--- src/rtl/shake_timers_cfg.svh ---
/*
 * Register offsets, field positions, reset values and timing counts of the
 * shake detector and the slow motion timers.
 * Assumes a single 100 MHz clock and an 8-bit register write port.
 */
`ifndef SHAKE_TIMERS_CFG_SVH
`define SHAKE_TIMERS_CFG_SVH

// ==========================================================================
// Register offsets
`define OFS_SHAKE_THRESHOLD_LOW 8'h46
`define OFS_SHAKE_THRESHOLD_HIGH 8'h47
`define OFS_PEAK_DURATION_LOW 8'h48
`define OFS_PEAK_DURATION_HIGH_AND_COUNT_LIMIT 8'h49
`define OFS_SLOW_TIMER_CONTROL 8'h4a
`define REG_RESET_VALUE 8'h00

// ==========================================================================
// Field positions
`define SPAN_HIGH_MSB 3
`define COUNT_LIMIT_MSB 6
`define COUNT_LIMIT_LSB 4
`define TILT_CODE_MSB 2
`define LATCH_CODE_MSB 6
`define LATCH_CODE_LSB 4
`define LATCH_ENABLE_BIT 7
`define LATCH_CODE_MAX 3'h5
`define STATUS_TILT35_BIT 4
`define STATUS_SHAKE_BIT 3

// ==========================================================================
// Timing
`define CLK_PERIOD_NS 10
`define LOW_SPEED_PERIOD_NS 100000000
`define TICK_CYCLES (`LOW_SPEED_PERIOD_NS / `CLK_PERIOD_NS)
`define LOW_SPEED_PERIOD_MS 100
`define TILT_BASE_MS 1600
`define TILT_STEP_MS 200
`define LATCH_BASE_MS 200
`define TILT_BASE_TICKS (`TILT_BASE_MS / `LOW_SPEED_PERIOD_MS)
`define TILT_STEP_TICKS (`TILT_STEP_MS / `LOW_SPEED_PERIOD_MS)
`define LATCH_BASE_TICKS (`LATCH_BASE_MS / `LOW_SPEED_PERIOD_MS)

`endif

--- src/rtl/shake_timers_pkg.sv ---
/*
 * Types shared by the shake detector and its surroundings.
 * Assumes nothing beyond a SystemVerilog compiler.
 */
package shake_timers_pkg;

    // ======================================================================
    // Carriers
    typedef struct packed {
        logic signed [15:0] x;
        logic signed [15:0] y;
        logic signed [15:0] z;
    } accel_sample_t;

    typedef struct packed {
        logic en;
        logic [7:0] addr;
        logic [7:0] data;
    } reg_write_t;

    typedef enum logic [1:0] {
        SHK_IDLE,
        SHK_PEAK,
        SHK_GAP
    } shake_state_t;

endpackage : shake_timers_pkg

--- src/rtl/shake_detect_and_motion_timers.sv ---
/*
 * Shake detector with its threshold and duration registers, plus the
 * tilt-35 duration timer and the temporary interrupt latch, both timed by
 * a 10 Hz tick divided down from the system clock.
 * Assumes samples, tilt condition and interrupt requests are synchronous.
 */
// Contract
// RQ1: A shake condition is any axis whose sample-to-sample change exceeds the threshold.
// RQ2: The 16-bit threshold is low byte at 0x46 and high byte at 0x47.
// RQ3: The 12-bit span limit is 0x48 plus bits 3:0 of 0x49.
// RQ4: The 3-bit count limit is bits 6:4 of 0x49, with bit 7 reserved.
// RQ5: The shake decision uses threshold, span limit and count limit together.
// RQ6: A new shake condition increments the counter and starts timing the peak.
// RQ7: Each time the peak outlasts the span limit the counter increments again.
// RQ8: When the condition ends the gap is timed and the counter increments.
// RQ9: Each time the gap outlasts the span limit the counter increments again.
// RQ10: A counter above the count limit sets the shake flag and clears the counter.
// RQ11: Tilt duration and latch period count ticks of the 10 Hz clock.
// RQ12: Tilt code bits 2:0 select 1.6 s plus 0.2 s per step up to 3.0 s.
// RQ13: Latch code bits 6:4 select 200 ms doubling to 6400 ms, upper codes reserved.
// RQ14: Bit 7 of the timer control enables the temporary latch, default off.
// RQ15: A tilt held for the chosen time sets status bit 4.
// RQ16: Durations are terminal tick counts that restart when the condition drops.
`timescale 1ns/100ps
`include "shake_timers_cfg.svh"

module shake_detect_and_motion_timers #(
    parameter int TICK_CYCLES = `TICK_CYCLES
) (
    // Clock and reset
    input wire logic clock,
    input wire logic rst_n,
    // Register write port
    input wire shake_timers_pkg::reg_write_t reg_wr,
    // Samples and conditions
    input wire logic sample_valid,
    input wire shake_timers_pkg::accel_sample_t sample,
    input wire logic tilt_cond,
    input wire logic irq_req,
    // Flag clears
    input wire logic shake_flag_clr,
    input wire logic tilt_flag_clr,
    // Results
    output logic [7:0] status_bits,
    output logic test_int
);

    if (TICK_CYCLES < 2) begin : g_bad_tick
        $error("TICK_CYCLES must be at least 2");
    end

    // ======================================================================
    // Registers
    logic [15:0] shake_delta_limit;
    logic [11:0] peak_span_limit;
    logic [2:0] shake_count_limit;
    logic [7:0] slow_timer_control_r;
    logic latch_hold_enable;

    // RQ2 RQ3 RQ4 register writes
    always_ff @(posedge clock or negedge rst_n) begin
        if (!rst_n) begin
            shake_delta_limit <= {2{`REG_RESET_VALUE}};
            peak_span_limit <= 12'h000;
            shake_count_limit <= 3'h0;
            slow_timer_control_r <= `REG_RESET_VALUE;
        end else if (reg_wr.en) begin
            if (reg_wr.addr == `OFS_SHAKE_THRESHOLD_LOW) begin
                shake_delta_limit[7:0] <= reg_wr.data;
            end else if (reg_wr.addr == `OFS_SHAKE_THRESHOLD_HIGH) begin
                shake_delta_limit[15:8] <= reg_wr.data;
            end else if (reg_wr.addr == `OFS_PEAK_DURATION_LOW) begin
                peak_span_limit[7:0] <= reg_wr.data;
            end else if (reg_wr.addr == `OFS_PEAK_DURATION_HIGH_AND_COUNT_LIMIT) begin
                peak_span_limit[11:8] <= reg_wr.data[`SPAN_HIGH_MSB:0];
                shake_count_limit <= reg_wr.data[`COUNT_LIMIT_MSB:`COUNT_LIMIT_LSB];
            end else if (reg_wr.addr == `OFS_SLOW_TIMER_CONTROL) begin
                slow_timer_control_r <= reg_wr.data;
            end
        end
    end

    // RQ14 latch enable bit
    assign latch_hold_enable = slow_timer_control_r[`LATCH_ENABLE_BIT];

    // ======================================================================
    // Shake condition
    shake_timers_pkg::accel_sample_t prev_r;
    logic have_prev_r;
    logic shake_cond;

    function automatic logic over_limit(input logic signed [15:0] a,
                                        input logic signed [15:0] b,
                                        input logic [15:0] lim);
        logic signed [16:0] d;
        logic [16:0] mag;
        d = 17'(a) - 17'(b);
        mag = d[16] ? 17'(-d) : 17'(d);
        return mag > {1'b0, lim};
    endfunction : over_limit

    // RQ1 any-axis delta compare
    assign shake_cond = have_prev_r && sample_valid &&
        (over_limit(sample.x, prev_r.x, shake_delta_limit) ||
         over_limit(sample.y, prev_r.y, shake_delta_limit) ||
         over_limit(sample.z, prev_r.z, shake_delta_limit));

    always_ff @(posedge clock or negedge rst_n) begin
        if (!rst_n) begin
            prev_r <= '0;
            have_prev_r <= 1'b0;
        end else if (sample_valid) begin
            prev_r <= sample;
            have_prev_r <= 1'b1;
        end
    end

    // ======================================================================
    // Shake sequencer, advanced once per sample
    shake_timers_pkg::shake_state_t state_r, state_nxt;
    logic [11:0] span_r, span_nxt;
    logic [3:0] shk_cnt_r, shk_cnt_nxt;
    logic shake_hit;
    logic shake_flag_r;

    // RQ5 RQ6 RQ7 RQ8 RQ9 sequencer
    always_comb begin
        state_nxt = state_r;
        span_nxt = span_r;
        shk_cnt_nxt = shk_cnt_r;
        if (sample_valid) begin
            case (state_r)
                shake_timers_pkg::SHK_IDLE: begin
                    if (shake_cond) begin
                        state_nxt = shake_timers_pkg::SHK_PEAK;
                        span_nxt = 12'h000;
                        shk_cnt_nxt = shk_cnt_r + 4'h1;
                    end
                end
                shake_timers_pkg::SHK_PEAK: begin
                    if (!shake_cond) begin
                        state_nxt = shake_timers_pkg::SHK_GAP;
                        span_nxt = 12'h000;
                        shk_cnt_nxt = shk_cnt_r + 4'h1;
                    end else if (span_r > peak_span_limit) begin
                        span_nxt = 12'h000;
                        shk_cnt_nxt = shk_cnt_r + 4'h1;
                    end else begin
                        span_nxt = span_r + 12'h001;
                    end
                end
                shake_timers_pkg::SHK_GAP: begin
                    if (shake_cond) begin
                        state_nxt = shake_timers_pkg::SHK_PEAK;
                        span_nxt = 12'h000;
                        shk_cnt_nxt = shk_cnt_r + 4'h1;
                    end else if (span_r > peak_span_limit) begin
                        span_nxt = 12'h000;
                        shk_cnt_nxt = shk_cnt_r + 4'h1;
                    end else begin
                        span_nxt = span_r + 12'h001;
                    end
                end
                default: begin
                    state_nxt = shake_timers_pkg::SHK_IDLE;
                end
            endcase
        end
    end

    // RQ10 count limit reached
    assign shake_hit = shk_cnt_nxt > {1'b0, shake_count_limit};

    always_ff @(posedge clock or negedge rst_n) begin
        if (!rst_n) begin
            state_r <= shake_timers_pkg::SHK_IDLE;
            span_r <= 12'h000;
            shk_cnt_r <= 4'h0;
        end else if (shake_hit) begin
            state_r <= shake_timers_pkg::SHK_IDLE;
            span_r <= 12'h000;
            shk_cnt_r <= 4'h0;
        end else begin
            state_r <= state_nxt;
            span_r <= span_nxt;
            shk_cnt_r <= shk_cnt_nxt;
        end
    end

    // Setting wins over a clear in the same cycle so no shake is lost.
    always_ff @(posedge clock or negedge rst_n) begin
        if (!rst_n) begin
            shake_flag_r <= 1'b0;
        end else if (shake_hit) begin
            shake_flag_r <= 1'b1;
        end else if (shake_flag_clr) begin
            shake_flag_r <= 1'b0;
        end
    end

    // ======================================================================
    // 10 Hz tick
    logic [31:0] div_r;
    logic tick;

    // RQ11 low-speed tick divider
    always_ff @(posedge clock or negedge rst_n) begin
        if (!rst_n) begin
            div_r <= 32'h0;
        end else if (div_r == 32'(TICK_CYCLES - 1)) begin
            div_r <= 32'h0;
        end else begin
            div_r <= div_r + 32'h1;
        end
    end
    assign tick = div_r == 32'(TICK_CYCLES - 1);

    // ======================================================================
    // Tilt-35 duration
    logic [4:0] tilt_term;
    logic [4:0] tilt_cnt_r;
    logic tilt_flag_r;
    logic tilt_done;

    // RQ12 RQ16 tilt terminal count
    assign tilt_term = 5'(`TILT_BASE_TICKS) +
        5'(`TILT_STEP_TICKS) * {2'b00, slow_timer_control_r[`TILT_CODE_MSB:0]};
    assign tilt_done = tilt_cond && tick && (tilt_cnt_r == tilt_term - 5'h1);

    // RQ16 restart when tilt drops
    always_ff @(posedge clock or negedge rst_n) begin
        if (!rst_n) begin
            tilt_cnt_r <= 5'h0;
        end else if (!tilt_cond) begin
            tilt_cnt_r <= 5'h0;
        end else if (tick && tilt_cnt_r < tilt_term) begin
            tilt_cnt_r <= tilt_cnt_r + 5'h1;
        end
    end

    // RQ15 tilt status set
    always_ff @(posedge clock or negedge rst_n) begin
        if (!rst_n) begin
            tilt_flag_r <= 1'b0;
        end else if (tilt_done) begin
            tilt_flag_r <= 1'b1;
        end else if (tilt_flag_clr) begin
            tilt_flag_r <= 1'b0;
        end
    end

    always_comb begin
        status_bits = 8'h00;
        status_bits[`STATUS_TILT35_BIT] = tilt_flag_r;
        status_bits[`STATUS_SHAKE_BIT] = shake_flag_r;
    end

    // ======================================================================
    // Temporary latch on the test interrupt output
    logic [2:0] latch_code;
    logic [6:0] latch_term;
    logic [6:0] hold_r;
    logic test_int_r;

    // Reserved codes run as the longest period rather than never releasing.
    // RQ13 latch period select
    assign latch_code = (slow_timer_control_r[`LATCH_CODE_MSB:`LATCH_CODE_LSB] > `LATCH_CODE_MAX) ?
        `LATCH_CODE_MAX : slow_timer_control_r[`LATCH_CODE_MSB:`LATCH_CODE_LSB];
    assign latch_term = 7'(`LATCH_BASE_TICKS) << latch_code;

    // RQ14 RQ11 latch hold in ticks
    always_ff @(posedge clock or negedge rst_n) begin
        if (!rst_n) begin
            hold_r <= 7'h0;
            test_int_r <= 1'b0;
        end else if (!latch_hold_enable) begin
            hold_r <= 7'h0;
            test_int_r <= irq_req;
        end else if (hold_r == 7'h0) begin
            hold_r <= irq_req ? latch_term : 7'h0;
            test_int_r <= irq_req;
        end else if (tick) begin
            hold_r <= hold_r - 7'h1;
            test_int_r <= hold_r != 7'h1;
        end
    end
    assign test_int = test_int_r;
endmodule : shake_detect_and_motion_timers

--- config.mk ---
export PLATFORM = sky130hd
export DESIGN_NAME = shake_detect_and_motion_timers
export DESIGN_NICKNAME = d
export VERILOG_FILES = /design/src/rtl/shake_timers_pkg.sv /design/src/rtl/shake_detect_and_motion_timers.sv
export VERILOG_INCLUDE_DIRS = /design/src /design/src/rtl
export SDC_FILE = /design/constraint.sdc
export NUM_CORES = 1
export LEC_CHECK = 0
export ABC_AREA = 1
export BUFFER_PORTS_ARGS = -buffer_cell sky130_fd_sc_hd__buf_2
export CAP_MARGIN = 20
export CORE_MARGIN = 2
export CORE_UTILIZATION = 35
export CTS_BUF_LIST = sky130_fd_sc_hd__clkbuf_8 sky130_fd_sc_hd__clkbuf_16
export CTS_CLUSTER_DIAMETER = 80
export CTS_CLUSTER_SIZE = 24
export DETAILED_ROUTE_END_ITERATION = 12
export HOLD_SLACK_MARGIN = 0.1
export PLACE_DENSITY = 0.57
export SLEW_MARGIN = 20
export SYNTH_ARGS = -nofsm -noshare
export SYNTH_HDL_FRONTEND = slang
export SYNTH_SLANG_ARGS = --single-unit
export TNS_END_PERCENT = 5
--- constraint.sdc ---
create_clock -name clock -period 13.66 [get_ports clock]
set_input_delay 0.683 -clock clock [delete_from_list [all_inputs] [get_ports clock]]
set_output_delay 0.683 -clock clock [all_outputs]
set_load 0.02 [all_outputs]
==> run metrics <==
Hold Path Class primary input to asynchronous set/reset pin; CP required 14.02 ns; Max-Cap Viols 0; minimum clock period after layout about 6.0 ns; TritonRoute pass-1 iters 5; via count 11.9k; Final nets 2210; Combinational Power Share 40.2%; Initial DRC Count 614; share of post-route cells with drive strength above 1 a little under a tenth; mapped cell area 13200 sq um; Post-CTS Resized 0; Seq pwr share 30.1%; crit-path leading delay family simple AND/OR/NAND/NOR gates; post-CTS setup buffer count 0; Power per Cell Area 109 nW/um^2; WL/cell 12.3 microns; Yosys cell types 55; I/O Pins 81; GRT overflow 0; Max stage delay on crit path slightly below 0.4 ns; async set-or-reset flop fraction in the synthesized netlist 100%; crit path capture type flop; Final TNS setup 0 ns; input/output buffers 74; n_diodes 0; crit path DAT between 6 and 7 ns; global-route wire length before repair 53.4 mm; Int Pwr between 0.9 and 1 mW; Setup CP Type primary input to flop; vias per inst 4.71; Psw 0.628 mW; CP max FO 17; Reg area 3800 sq um; initial antenna violation count 0; Synth warnings 0; Slowest-stage cell, CP fa_1; status finished clean; CTS tree done; Core Box Area ~37000 sq um; Final setup viols 0; Setup Skew 0.0108 ns; most frequent cell on the critical path nand2_1; CTS Root Cell clkbuf_16; P&R area growth vs syn 11.0%; H-tree depth 4; Peak Freq 0.166 GHz; largest net degree at the start of global routing 94; EDFF count, synth 0; Post-DP HPWL about 24 mm; Inserted Clock Buffers 17; Worst-path clk slew 0.07 ns; Tcrit/Tclk final between 40% and 50%; Reg-to-Reg Start prev_r[32]$_DFFE_PN0P_; Die Span Y 198 microns; Peak VDD IR 0.0977 mV; CP bufs+invs 6; # hold bufs at CTS 0; P_leak 7.58 nW; cells after synthesis 1932; clock buffer depth 2; Starting Density 35.3%; final worst slack approximately 7.7 ns; Crit. Startpoint sample[32]; Detail Route Antenna Nets 0; endpoints failing hold 0; FP Rows 71; Syn Area/Cell approximately 7 sq um; GRT Total Usage 16.7%; R2R setup slack approximately 7.7 ns; clock share of power 29.6%; Critical Path Start Type primary input; Sw Share 39.4%; FF+latch count, synth 152; Worst slew margin a little over two fifths; Post-Route WL slightly above 30 mm; Synth Flop Type dfrtp_1; vias in the first global route approximately 11k; multi-input logic area 7900 sq um; Pins Over Slew Limit 0; Final GP Congestion roughly 0.85; number of clock sinks 152; DIE AREA 39300 sq um; Fill cells around 4.0k; transition time of the tightest slew-check pin 0.871 ns; Post-Place Worst Slack 7.25 ns; Seq/Total Area, Yosys between 20 and 30%; DRC 0; Die Wd 198 microns; RSZ-0062 raised after global routing no; Clock Latency Late Sink ~0.44 ns
-- sequential cells by signal (all words and copies together) (netlist names), 2 cells and up --
signal and cells:
div_r 32, hold_r 7, peak_span_limit 12, prev_r 48
shake_count_limit 3, shake_delta_limit 16, shk_cnt_r 4, slow_timer_control_r 7
span_r 12, state_r 2, tilt_cnt_r 5
-- synth_stat cells (all sizes together) (4+ instances only) --
cell | instances | area share (%)
nand3b | 12 | 0.68
a21oi | 83 | 3.3
o21ai | 138 | 5.2
buf | 12 | 0.86
clkbuf | 17 | 0.48
inv | 355 | 10
nor4 | 17 | 0.85
o21bai | 12 | 0.68
nand4 | 35 | 1.7
o211ai | 4 | 0.23
nand3 | 126 | 5.1
or2 | 4 | 0.19
dfrtp | 152 | 29
xnor2 | 17 | 1.3
nor2 | 167 | 5.5
nor3 | 25 | 0.99
xor2 | 50 | 3.4
o31ai | 4 | 0.23
nand2 | 535 | 16
clkinv | 4 | 0.11
and2 | 5 | 0.24
ha | 130 | 12
-- power groups by stage --
stage / Sequential [mW] / Clock [mW] / Combinational (mW)
after floorplan: 0.487 / 0 / 0.503
after global placement: 0.489 / 0 / 0.628
after detailed placement: 0.489 / 0 / 0.642
after CTS: 0.481 / 0.489 / 0.647
after global routing: 0.483 / 0.507 / 0.746
final: 0.481 / 0.473 / 0.641
-- worst paths after layout --
path                                           end  cells after the start
setup / recovery             span_r[2]$_DFFE_PN0P_                     42
hold / removal                 div_r[12]$_DFF_PN0_                      1
setup reg to reg             span_r[2]$_DFFE_PN0P_                     40
hold reg to reg            have_prev_r$_DFFE_PN0P_                      1
max in group asynchronous   prev_r[18]$_DFFE_PN0P_                      2
min in group clock         tilt_flag_r$_DFFE_PN0P_                      2
-- metrics by stage --
stage          hold WS [ns]  std cells  util [%]  area (sq um)  power (mW)
4_1_cts               0.365       2529      39.2         14700        1.62
3_3_place_gp          0.451       2497      37.7         14100        1.12
3_5_place_dp          0.449       2497      37.7         14100        1.13
5_1_grt               0.406       2529      39.2         14700        1.74
2_1_floorplan         0.387       1938         -         13200       0.990
6_report              0.341       2529      39.2         14700        1.59
-- routing by layer --
layer	vias up	global-route usage, %	routed length (microns)
met5	-	0	0
met4	0	3.82	290
met3	15	2.78	867
met2	158	28.4	14500
met1	5454	22.1	15400
li1	6290	-	-
-- layout make-up --
cell class	instances	share of cell area, %
clock buffers	17	2.90
flip-flops and latches	152	25.9
repair buffers	77	2.72
well taps	511	4.36
clock inverters	15	0.998
inverters	359	9.19
multi-input cells	1398	53.9
-- kinds of logic after synthesis --
kind of cell             share of synthesized area (%)
AO/OA/AOI/OAI                                     10.9
XOR/XNOR                                          4.67
adder cells (fa/ha/maj)                           12.8
buffers and inverters                             11.5
flip-flops                                        28.8
other                                           0.0284
AND/OR/NAND/NOR                                   31.3
-- layout by cell type, fill, tap and decap left out, drive strengths merged, types with 25 or more instances in the layout --
| master | n |
|---|---|
| nand2 | 535 |
| inv | 361 |
| nor2 | 167 |
| dfrtp | 152 |
| o21ai | 138 |
| ha | 130 |
| nand3 | 126 |
| a21oi | 83 |
| buf | 77 |
| xor2 | 50 |
| nand4 | 35 |
| nor3 | 25 |
-- worst register-to-register path: cells and delay by family, from the launching register on --
kind	cells	cell delay, ns
and+or+nand+nor	28	3.25
adders and majority gates	4	1.18
AOI/OAI and AO/OA	3	0.60
DFF	1	0.38
buffers and inverters	4	0.37
xor gates and xnor gates	1	0.15
Power figures use the tool's default switching activity.
